### config.mk
export PLATFORM = sky130hd
export DESIGN_NAME = ubt_top
export DESIGN_NICKNAME = d
export VERILOG_FILES = /design/src/rtl/ubt_pkg.sv /design/src/rtl/ubt_tick_cnt.sv /design/src/rtl/ubt_baud_gen.sv /design/src/rtl/ubt_top.sv
export VERILOG_INCLUDE_DIRS = /design/src /design/src/rtl
export SDC_FILE = /design/constraint.sdc
export NUM_CORES = 1
export LEC_CHECK = 0
export BUFFER_PORTS_ARGS = -buffer_cell sky130_fd_sc_hd__buf_2
export CORE_ASPECT_RATIO = 0.9
export CORE_MARGIN = 2
export CORE_UTILIZATION = 25
export DETAILED_ROUTE_END_ITERATION = 7
export GPL_ROUTABILITY_DRIVEN = 0
export PLACE_DENSITY = 0.5
export SETUP_SLACK_MARGIN = 0.02
export SLEW_MARGIN = 0
export SYNTH_ARGS = -nofsm -noshare
export SYNTH_HDL_FRONTEND = slang
export SYNTH_SLANG_ARGS = --single-unit
### constraint.sdc
create_clock -name hclk -period 9.1 [get_ports hclk]
set_clock_uncertainty 0.2 [all_clocks]
set_input_delay 1.82 -clock hclk [delete_from_list [all_inputs] [get_ports hclk]]
set_output_delay 1.82 -clock hclk [all_outputs]
set_load 0.01 [all_outputs]
### src/rtl/ubt_regs.svh
/*
 * register offsets, field positions and reset values of the baud rate
 * generator and receive idle time-out block.
 * assumes byte addresses on a 32-bit bus, one aligned word per register.
 */
`ifndef UBT_REGS_SVH
`define UBT_REGS_SVH

// ==========================================================
// offsets
`define UBT_OFS_TOR 8'h20
`define UBT_OFS_BAUD 8'h24
`define UBT_OFS_ISR 8'h40
`define UBT_OFS_IMR 8'h44
`define UBT_OFS_CTL 8'h48

// ==========================================================
// reset values and writable masks
`define UBT_RST_TOR 32'h00000000
`define UBT_RST_BAUD 32'h0F000000
`define UBT_RST_CTL 32'h00000000
`define UBT_MSK_TOR 32'h0000FFFF
`define UBT_MSK_BAUD 32'h3F00FFFF
`define UBT_MSK_CTL 32'h00000310

// ==========================================================
// fields
`define UBT_TOR_CMP 7:0
`define UBT_TOR_GAP 15:8
`define UBT_BAUD_DIV 15:0
`define UBT_BAUD_X 27:24
`define UBT_BAUD_ONE 28
`define UBT_BAUD_XEN 29
`define UBT_CTL_IEN 4
`define UBT_CTL_FSEL 9:8
`define UBT_FSEL_IR 2'b10
`define UBT_EVT_IDLE 0
`define UBT_EVT_GAP 1
`define UBT_M16_LAST 4'hF
`define UBT_SIZE_WORD 3'h2
`define UBT_ADDR_LSB 7:0

`endif

### src/rtl/ubt_pkg.sv
/*
 * types shared by the baud and idle time-out block.
 * assumes ubt_regs.svh for all numeric constants except the gap state encodings.
 */
package ubt_pkg;

	// ==========================================================
	// gap sequencer
	typedef enum logic [1:0] {
		ubt_gap_idle = 2'b01,
		ubt_gap_wait = 2'b10
	} ubt_gap_e;

	// ==========================================================
	// state records
	typedef struct packed {
		logic [16:0] div_cnt;
		logic [3:0] pre_cnt;
		logic sub_tick;
		logic bit_tick;
	} ubt_baud_s;

	typedef struct packed {
		logic ph_act;
		logic ph_wr;
		logic [7:0] ph_addr;
		logic [31:0] hrdata;
		logic [31:0] tor;
		logic [31:0] baud;
		logic [31:0] ctl;
		logic [1:0] isr;
		logic [1:0] imr;
		logic idle_flag;
		logic idle_irq;
		logic irq;
		ubt_gap_e gap_st;
	} ubt_top_s;

endpackage

### src/rtl/ubt_tick_cnt.sv
/*
 * saturating event counter with synchronous clear.
 * assumes clr and inc come from logic on hclk.
 */
module ubt_tick_cnt
	import ubt_pkg::*;
#(
	parameter int W = 8
) (
	input wire logic hclk,
	input wire logic hresetn,
	input wire logic clr,
	input wire logic inc,
	output logic [W-1:0] cnt
);

	typedef struct packed {
		logic [W-1:0] cnt;
	} ubt_cnt_s;

	ubt_cnt_s st_ff;
	ubt_cnt_s nxt_st;

	// ==========================================================
	// counter
	// saturating so a long silence cannot wrap back onto the compare value
	always_comb begin
		nxt_st = st_ff;
		if (clr) begin
			nxt_st.cnt = '0;
		end else if (inc && (st_ff.cnt != {W{1'b1}})) begin
			nxt_st.cnt = st_ff.cnt + {{(W-1){1'b0}}, 1'b1};
		end
	end

	always_ff @(posedge hclk or negedge hresetn) begin
		if (!hresetn) begin
			st_ff <= '0;
		end else begin
			st_ff <= nxt_st;
		end
	end

	assign cnt = st_ff.cnt;

endmodule

### src/rtl/ubt_baud_gen.sv
/*
 * baud generator: divides hclk by (divisor + 2), then by the prescale M.
 * assumes configuration inputs come from registers on hclk.
 */
`include "ubt_regs.svh"

module ubt_baud_gen
	import ubt_pkg::*;
(
	input wire logic hclk,
	input wire logic hresetn,
	input wire logic [15:0] baud_divisor,
	input wire logic [3:0] prescale_value,
	input wire logic prescale_enable,
	input wire logic prescale_unity,
	input wire logic ir_mode,
	output logic sample_tick,
	output logic bit_tick
);

	ubt_baud_s st_ff;
	ubt_baud_s nxt_st;
	logic [16:0] div_last;
	logic [3:0] m_last;

	// ==========================================================
	// prescale selection
	always_comb begin
		div_last = {1'b0, baud_divisor} + 17'h00001;
		if (prescale_unity) begin
			m_last = 4'h0;
		// prescale forced off in infrared mode
		end else if (prescale_enable && !ir_mode) begin
			m_last = prescale_value;
		end else begin
			m_last = `UBT_M16_LAST;
		end
	end

	// ==========================================================
	// divider chain
	// divisor plus two
	always_comb begin
		nxt_st = st_ff;
		nxt_st.sub_tick = 1'b0;
		nxt_st.bit_tick = 1'b0;
		// compare with >= so a shrinking reprogram never overruns
		if (st_ff.div_cnt >= div_last) begin
			nxt_st.div_cnt = 17'h00000;
			nxt_st.sub_tick = 1'b1;
			if (st_ff.pre_cnt >= m_last) begin
				nxt_st.pre_cnt = 4'h0;
				nxt_st.bit_tick = 1'b1;
			end else begin
				nxt_st.pre_cnt = st_ff.pre_cnt + 4'h1;
			end
		end else begin
			nxt_st.div_cnt = st_ff.div_cnt + 17'h00001;
		end
	end

	always_ff @(posedge hclk or negedge hresetn) begin
		if (!hresetn) begin
			st_ff <= '0;
		end else begin
			st_ff <= nxt_st;
		end
	end

	assign sample_tick = st_ff.sub_tick;
	assign bit_tick = st_ff.bit_tick;
endmodule

### src/rtl/ubt_top.sv
/*
 * baud rate generator, transmit gap timer and receive idle time-out,
 * with an AHB-Lite register slave and two level interrupts, irq and rx_idle_irq.
 * assumes the receive queue and transmitter run on hclk and give
 * single-cycle strobes; the one AHB master drives hready from hreadyout.
 */
// Design decision made here: the AHB-Lite slave port.
`include "ubt_regs.svh"

module ubt_top
	import ubt_pkg::*;
(
	input wire logic hclk,
	input wire logic hresetn,
	input wire logic hsel,
	input wire logic [31:0] haddr,
	input wire logic [1:0] htrans,
	input wire logic hwrite,
	input wire logic [2:0] hsize,
	input wire logic [31:0] hwdata,
	input wire logic hready,
	output logic hreadyout,
	output logic hresp,
	output logic [31:0] hrdata,
	input wire logic rx_word_push,
	input wire logic rx_queue_empty,
	input wire logic rx_buf_read,
	input wire logic tx_frame_done,
	output logic tx_start_ok,
	output logic baud_tick,
	output logic sample_tick,
	output logic rx_idle_irq,
	output logic rx_idle_flag,
	output logic ir_mode,
	output logic irq
);

	ubt_top_s st_ff;
	ubt_top_s nxt_st;
	logic [7:0] idle_cnt;
	logic [7:0] gap_cnt;
	logic [7:0] rx_idle_compare;
	logic [7:0] tx_gap_delay;
	logic idle_match;
	logic gap_inc;
	logic addr_ok;

	assign rx_idle_compare = st_ff.tor[`UBT_TOR_CMP];
	assign tx_gap_delay = st_ff.tor[`UBT_TOR_GAP];
	assign ir_mode = (st_ff.ctl[`UBT_CTL_FSEL] == `UBT_FSEL_IR);
	assign gap_inc = baud_tick && (st_ff.gap_st == ubt_gap_wait);
	// a match in the push cycle is stale: the counter restarts at that edge
	assign idle_match = !rx_queue_empty && !rx_word_push && (idle_cnt == rx_idle_compare);
	assign addr_ok = hsel && hready && htrans[1] && (hsize == `UBT_SIZE_WORD);

	// ==========================================================
	// baud generator
	ubt_baud_gen u_baud (
		.hclk(hclk),
		.hresetn(hresetn),
		.baud_divisor(st_ff.baud[`UBT_BAUD_DIV]),
		.prescale_value(st_ff.baud[`UBT_BAUD_X]),
		.prescale_enable(st_ff.baud[`UBT_BAUD_XEN]),
		.prescale_unity(st_ff.baud[`UBT_BAUD_ONE]),
		.ir_mode(ir_mode),
		.sample_tick(sample_tick),
		.bit_tick(baud_tick)
	);

	// ==========================================================
	// counters
	// idle counter restart
	ubt_tick_cnt #(.W(8)) u_idle_cnt (
		.hclk(hclk),
		.hresetn(hresetn),
		.clr(rx_word_push),
		.inc(baud_tick),
		.cnt(idle_cnt)
	);

	ubt_tick_cnt #(.W(8)) u_gap_cnt (
		.hclk(hclk),
		.hresetn(hresetn),
		.clr(tx_frame_done),
		.inc(gap_inc),
		.cnt(gap_cnt)
	);

	// ==========================================================
	// next state
	always_comb begin
		nxt_st = st_ff;

		// bus address phase capture
		if (hready) begin
			nxt_st.ph_act = addr_ok;
			nxt_st.ph_wr = hwrite;
			nxt_st.ph_addr = haddr[`UBT_ADDR_LSB];
		end

		case (st_ff.gap_st)
			ubt_gap_idle: begin
				if (tx_frame_done && (tx_gap_delay != 8'h00)) begin
					nxt_st.gap_st = ubt_gap_wait;
				end
			end
			ubt_gap_wait: begin
				if (tx_frame_done) begin
					nxt_st.gap_st = (tx_gap_delay != 8'h00) ? ubt_gap_wait : ubt_gap_idle;
				end else if (gap_cnt >= tx_gap_delay) begin
					nxt_st.gap_st = ubt_gap_idle;
					nxt_st.isr[`UBT_EVT_GAP] = 1'b1;
				end
			end
			default: begin
				nxt_st.gap_st = ubt_gap_idle;
			end
		endcase

		// register writes in the data phase
		if (st_ff.ph_act && st_ff.ph_wr) begin
			if (st_ff.ph_addr == `UBT_OFS_TOR) begin
				nxt_st.tor = hwdata & `UBT_MSK_TOR;
			end else if (st_ff.ph_addr == `UBT_OFS_BAUD) begin
				nxt_st.baud = hwdata & `UBT_MSK_BAUD;
			end else if (st_ff.ph_addr == `UBT_OFS_ISR) begin
				nxt_st.isr = nxt_st.isr & ~hwdata[1:0];
			end else if (st_ff.ph_addr == `UBT_OFS_IMR) begin
				nxt_st.imr = hwdata[1:0];
			end else if (st_ff.ph_addr == `UBT_OFS_CTL) begin
				nxt_st.ctl = hwdata & `UBT_MSK_CTL;
			end
		end

		// idle flag, set wins over a buffer read
		// push or empty drops the flag
		if (idle_match) begin
			nxt_st.idle_flag = 1'b1;
		end else if (rx_buf_read || rx_word_push || rx_queue_empty) begin
			nxt_st.idle_flag = 1'b0;
		end
		// a new time-out is logged after any w1c in the same cycle
		if (idle_match && !st_ff.idle_flag) begin
			nxt_st.isr[`UBT_EVT_IDLE] = 1'b1;
		end
		if (st_ff.gap_st == ubt_gap_wait && !tx_frame_done && gap_cnt >= tx_gap_delay) begin
			nxt_st.isr[`UBT_EVT_GAP] = 1'b1;
		end

		nxt_st.idle_irq = nxt_st.idle_flag && nxt_st.ctl[`UBT_CTL_IEN];
		nxt_st.irq = |(nxt_st.isr & nxt_st.imr);

		// read data from post-write values so back-to-back write then read agree
		if (addr_ok && !hwrite) begin
			if (haddr[`UBT_ADDR_LSB] == `UBT_OFS_TOR) begin
				nxt_st.hrdata = nxt_st.tor;
			end else if (haddr[`UBT_ADDR_LSB] == `UBT_OFS_BAUD) begin
				nxt_st.hrdata = nxt_st.baud;
			end else if (haddr[`UBT_ADDR_LSB] == `UBT_OFS_ISR) begin
				nxt_st.hrdata = {30'h00000000, nxt_st.isr};
			end else if (haddr[`UBT_ADDR_LSB] == `UBT_OFS_IMR) begin
				nxt_st.hrdata = {30'h00000000, nxt_st.imr};
			end else if (haddr[`UBT_ADDR_LSB] == `UBT_OFS_CTL) begin
				nxt_st.hrdata = nxt_st.ctl;
			end else begin
				nxt_st.hrdata = 32'h00000000;
			end
		end
	end

	// ==========================================================
	// state register
	always_ff @(posedge hclk or negedge hresetn) begin
		if (!hresetn) begin
			st_ff <= '0;
			st_ff.tor <= `UBT_RST_TOR;
			st_ff.baud <= `UBT_RST_BAUD;
			st_ff.ctl <= `UBT_RST_CTL;
			st_ff.gap_st <= ubt_gap_idle;
		end else begin
			st_ff <= nxt_st;
		end
	end

	// ==========================================================
	// outputs
	// zero wait states; every access completes OKAY
	assign hreadyout = 1'b1;
	assign hresp = 1'b0;
	assign hrdata = st_ff.hrdata;
	assign tx_start_ok = (st_ff.gap_st == ubt_gap_idle);
	assign rx_idle_irq = st_ff.idle_irq;
	assign rx_idle_flag = st_ff.idle_flag;
	assign irq = st_ff.irq;
endmodule

Word level (Yosys, flattened, before mapping)
Cells that the tools add are included.
Widths: inputs -> output; s select.
{"block": "word_totals", "wordCells": 116, "output_inout_bits": 41, "reg_bits": 186, "input_bits": 78}
{"block": "op_classes", "reduce_logical": 29, "n_mux": 38, "magnitude_cmp": 3, "n_eq_ne": 19, "addsub": 5, "n_bitwise": 3}
{"operator": "$mux 32", "n": 10}
{"operator": "$mux 100", "n": 1}
{"operator": "$mux 68", "n": 1}
{"operator": "$eq 8x7->1 const B", "n": 6}
{"operator": "$mux 36", "n": 1}
{"operator": "$eq 8x6->1 const B", "n": 4}
{"operator": "$mux 8", "n": 4}
{"operator": "$add 16x1->17 const B", "n": 1}
{"operator": "$add 17x1->17 const B", "n": 1}
{"operator": "$ge 17x17->1", "n": 1}
{"operator": "$mux 17", "n": 1}
{"operator": "$add 8x1->8 const B", "n": 2}
{"operator": "$logic_and 1x1->1", "n": 16}
{"operator": "$mux 2", "n": 8}
{"operator": "$ne 8x8->1 const B", "n": 2}
{"operator": "$mux 4", "n": 3}
{"operator": "$eq 8x8->1", "n": 1}
{"operator": "$ge 8x8->1", "n": 1}
{"operator": "$mux 1", "n": 8}
{"operator": "$reduce_bool 8->1", "n": 1}
{"operator": "$logic_not 1->1", "n": 6}
{"operator": "$add 4x1->4 const B", "n": 1}
{"operator": "$and 2x2->2", "n": 2}
{"operator": "$eq 2x2->1 const B", "n": 2}
{"operator": "11 further kinds", "n": 13}

Logic depth before layout (Yosys ltp)
{"block": "depth", "depth_word": 14, "mapped_depth": 13, "ltp_nobuf": 13}

Hierarchy
From an unflattened synthesis, not the netlist that was laid out.
{"block": "unflattened", "cells_unflattened": 822, "hier_area_um2": 9165.0}
{"mod": "ubt_top", "seq_area_each_um2": 3684.8, "cells_each": 527, "instances": 1, "area_per_inst_um2": 6443.7}
{"mod": "ubt_baud_gen", "seq_area_each_um2": 575.6, "cells_each": 197, "instances": 1, "area_per_inst_um2": 1793.0}
{"mod": "ubt_tick_cnt", "seq_area_each_um2": 200.2, "cells_each": 49, "instances": 2, "area_per_inst_um2": 464.2}

Worst setup path before layout
Ideal clock, no wire load.
{"block": "synth_timing", "path_type": "input -> register", "startpoint": "input haddr[4]", "endpoint": "register st_ff, in the netlist hrdata[1]", "path_slack_ns": 5.693, "setup_ns": 0.151, "arrival_ns": 3.056, "required_ns": 8.749, "cell_stages": 7, "n_path_buf": 2, "cell_sequence": "nor4b_2 and2_1 buf_2 buf_2 nand2_1 o22ai_1 a41oi_1"}
{"block": "synth_between", "elab_chain_cells": 6, "word_cells_on_any_way": 10, "classes_between": "eq/ne: 5; mux: 5"}
{"item": "from (decl)", "line_no": "ubt_top.sv:16", "rtl": "input wire logic [31:0] haddr,"}
{"item": "$eq 8x7->1 (no line)"}
{"item": "$mux 32", "line_no": "ubt_top.sv:163", "rtl": "end else if (haddr[`UBT_ADDR_LSB] == `UBT_OFS_CTL) begin"}
{"item": "$mux 32", "line_no": "ubt_top.sv:161", "rtl": "end else if (haddr[`UBT_ADDR_LSB] == `UBT_OFS_IMR) begin"}
{"item": "$mux 32", "line_no": "ubt_top.sv:159", "rtl": "end else if (haddr[`UBT_ADDR_LSB] == `UBT_OFS_ISR) begin"}
{"item": "$mux 32", "line_no": "ubt_top.sv:157", "rtl": "end else if (haddr[`UBT_ADDR_LSB] == `UBT_OFS_BAUD) begin"}
{"item": "$mux 32 (*)", "line_no": "ubt_top.sv:155", "rtl": "if (haddr[`UBT_ADDR_LSB] == `UBT_OFS_TOR) begin"}
{"item": "to (signal assigned)", "line_no": "ubt_top.sv:181", "rtl": "st_ff <= nxt_st;"}
{"item": "to (decl)", "line_no": "ubt_top.sv:38", "rtl": "ubt_top_s st_ff;"}
Mark *: on every way between the ends. The rest lies on a longest branch, timed or not.
A chain may end at the register's enable or synchronous reset.

Worst setup path after layout
{"block": "layout_timing", "startpoint": "input haddr[4]", "endpoint": "register st_ff, in the netlist hrdata[31]"}
Same word-level chain as after synthesis.

==> flow_summary.ini <==
[status]
outcome = complete, no violations

[logic_synthesis]
synth.ff_latch_count = 186
synth.yosys.warnings = 0
dominant_combinational_cell_family_by_area_after_synthesis = simple AND/OR/NAND/NOR gates
post_synth_and_or_nand_nor_area_fraction_pct = 18.7
yosysSeqAreaShare_pct = 50.6
postSynthAreaPerCell_um2 = 10.7
synth_edf_count = 0
synth.cell_area_mm2 = 0.00921
dominantRegCellSynth = dfrtp_1
multiplexer_area_fraction_after_synthesis_pct = 5.22
post_synth_xor_area_fraction_pct = 4.66
synth_top_cells_by_area = dfrtp_1, ha_1, and2_1
synth_compound_gate_area_share_pct = 10.2
post-synth-top-area-fraction_pct = 49.2
synth-async-reset-ratio_pct = 100
synth_fp_nets = 976
netlist-cell-type-count = 68
yosys.area_share.adder_pct = 4.89
post-synth-top-area-cell = dfrtp_1
post_synth_inst_count = 862

[cts]
cts-resized-gates = 0
cts_buffer_depth = 2
clk_pin_slew_ns = 0.07
cts_root_buffer = clkbuf_16
hold_buffers = 0
h-tree-depth = 4
clk-insertion-delay-late_ns = 0.44
cts_inserted_buffers = 17
tritoncts = built
cts_setup_buffers = 0
numClockSinks = 186

[placement]
placed_cells_incl_taps = 1359
place_worst_setup_slack_ns = 4.76
port_buffers = 81
place.detailed.hpwl_mm = 16.2

[timing]
fin_hold_ws_ns = 0.279
min_period_over_period_pct = 42.7
finalWorstPathRequiredPeriod_ns = 3.89
slew_headroom_pct = 27.5
timing_worst_slew_pin_value_ns = 1.09
rsz0062_at_grt = false
achievable-frequency_mhz = 257
final.setup.tns_ns = 0
final.setup.worst_slack_ns = 5.21
maxSlewViolCount = 0
final-setup-viol-count = 0
hold_viol_final = 0

[setup_path]
criticalPathCategory = input port to flop
cp.arrival_ns = 4.04
regToRegSetupSlack_ns = 5.36
setup.worst_path.start_class = input port
timing.critical_path.fanout_max = 16
required_time_at_the_endpoint_of_the_critical_path_ns = 9.26
cp-end-kind = flop

[run]
max_cap_violations = 0

[power_and_ir_drop]
post-layout-total-power_mw = 1.93
leakage_dissipation_nw = 4.81
cellPowerDensity_mw_per_mm2 = 184
peak_ir_drop_on_the_vdd_network_uv = 133

[global_routing]
first_global_vias = 6263
grtUsageTotal_pct = 12.8
grt.overflow.total = 0
grt_pass1_wl_mm = 37.1
grt_start_max_net_pins = 113
antenna_found_initial = 0

[floorplan]
top_ports = 119
floorplan.initialDensity_pct = 25.4
die_y_um = 186
die_area_mm2 = 0.0384
floorplan.rows = 66
design.core.area_mm2 = 0.0363
dieWidth_um = 206

[final_layout]
nFillCells = 3727
post_route_cells_drive_above_1_share_pct = 20.5
syn_to_layout_area_delta_pct = 13.7
final_common_cell = dfrtp_1
nNetsFinal = 1016
antenna-diode-count = 0
final_cell_mix = dfrtp_1, nand2_1, buf_2
layoutNonFillerInstCount = 1391

[detailed_routing]
finalWirelength_mm = 23.1
detail_route.iter0.violations = 363
routed_wire_length_per_instance_um = 16.6
met1_length_mm = 12.3
met3RoutedLength_um = 824
met2_wirelength_mm = 9.86
drc_errors = 0
top_layer_used = met4
vias = 6161
detail-route-antenna-nets = 0
avgViaCountPerCell = 4.43
drt-pass1-iter-count = 4

[min_path]
min_path_type = flop to flop
## state kept, by name, summed over array words and instances (netlist names), 8 cells and up
signal	flops
u_idle_cnt.cnt	8
rx_idle_compare	8
hrdata	32
u_gap_cnt.cnt	8
u_baud.st_ff	21
st_ff	104
## critical path, cell delays in order
cell and delay [ns]:
buf_2 0.13, nor4b_2 0.64, nand2_1 0.22, nor2_2 0.84, a222oi_1 0.20, o21ai_0 0.20
## metrics by stage
step	utilization, %	area, um2
floorplan	-	9210
global placement	27.2	9870
detailed placement	27.2	9870
CTS	28.9	10500
global route	28.9	10500
finish	28.9	10500
## cells in the mapped netlist (2+ instances only)
cell type and n:
or3_1 2, nand3_1 32, dfstp_2 5, nor2_1 61, o21bai_1 5, a221oi_1 5, clkbuf_1 19, o21a_1 3
o21ai_1 11, a21oi_1 17, o21ai_0 28, mux2i_1 3, nand2_1 94, o211a_1 2, and3_1 14, nor2b_1 22
buf_6 4, inv_1 24, a31oi_1 9, a21o_1 2, buf_4 37, nand4_1 15, mux2_4 15, buf_2 8
nand2b_1 6, nor4_1 4, a221oi_2 15, xor2_1 25, nor3b_1 4, nor4b_2 2, mux2_2 19, ha_1 36
conb_1 2, nor2_2 2, a22oi_1 7, xnor2_1 24, dfrtp_1 181, a222oi_1 3, nor3_1 7, and2_1 60
## worst paths after layout
| path | from | end | depth (start not counted) |
|---|---|---|---|
| worst max-delay path | haddr[4] | hrdata[31]$_DFFE_PN0P_ | 6 |
| worst min-delay path | hrdata[7]$_DFFE_PN0P_ | hrdata[7]$_DFFE_PN0P_ | 2 |
| worst max register to register | st_ff[41]$_DFF_PN0_ | u_baud.st_ff[3]$_DFFE_PN0N_ | 12 |
| worst min register to register | hrdata[7]$_DFFE_PN0P_ | hrdata[7]$_DFFE_PN0P_ | 2 |
| max in group asynchronous | hresetn | st_ff[40]$_DFF_PN0_ | 2 |
| min in group asynchronous | hresetn | st_ff[142]$_DFFE_PN0P_ | 1 |
## routing by layer
metal | track usage, % | vias up
met1 | 19.6 | 3027
met3 | 2.50 | 8
li1 | - | 3024
met2 | 18.3 | 102
met4 | 2.83 | 0
met5 | 0 | -
## power by group
group / switching, mW / internal [mW] / leakage (nW)
Clock: 0.368 / 0.395 / 0.296
Combinational: 0.144 / 0.105 / 2.08
Sequential: 0.0438 / 0.873 / 2.44
Total: 0.556 / 1.37 / 4.81
## logic make-up after synthesis
logic type	count (synthesis)
buffers and inverters	92
flip-flops	186
other	2
AND/OR/NAND/NOR	334
XOR/XNOR	49
AO/OA/AOI/OAI	125
adder cells (fa/ha/maj)	36
multiplexers	38
## layout make-up
type	instances	area [um2]	area share (%)
Clock buffer	17	425	4.06
Sequential cell	186	4660	44.5
Inverter	24	90.1	0.860
Tap cell	476	596	5.69
Multi-Input combinational cell	584	4050	38.6
Clock inverter	15	179	1.71
Timing Repair Buffer	89	474	4.53
No activity file was read; power rests on OpenSTA's default activity.
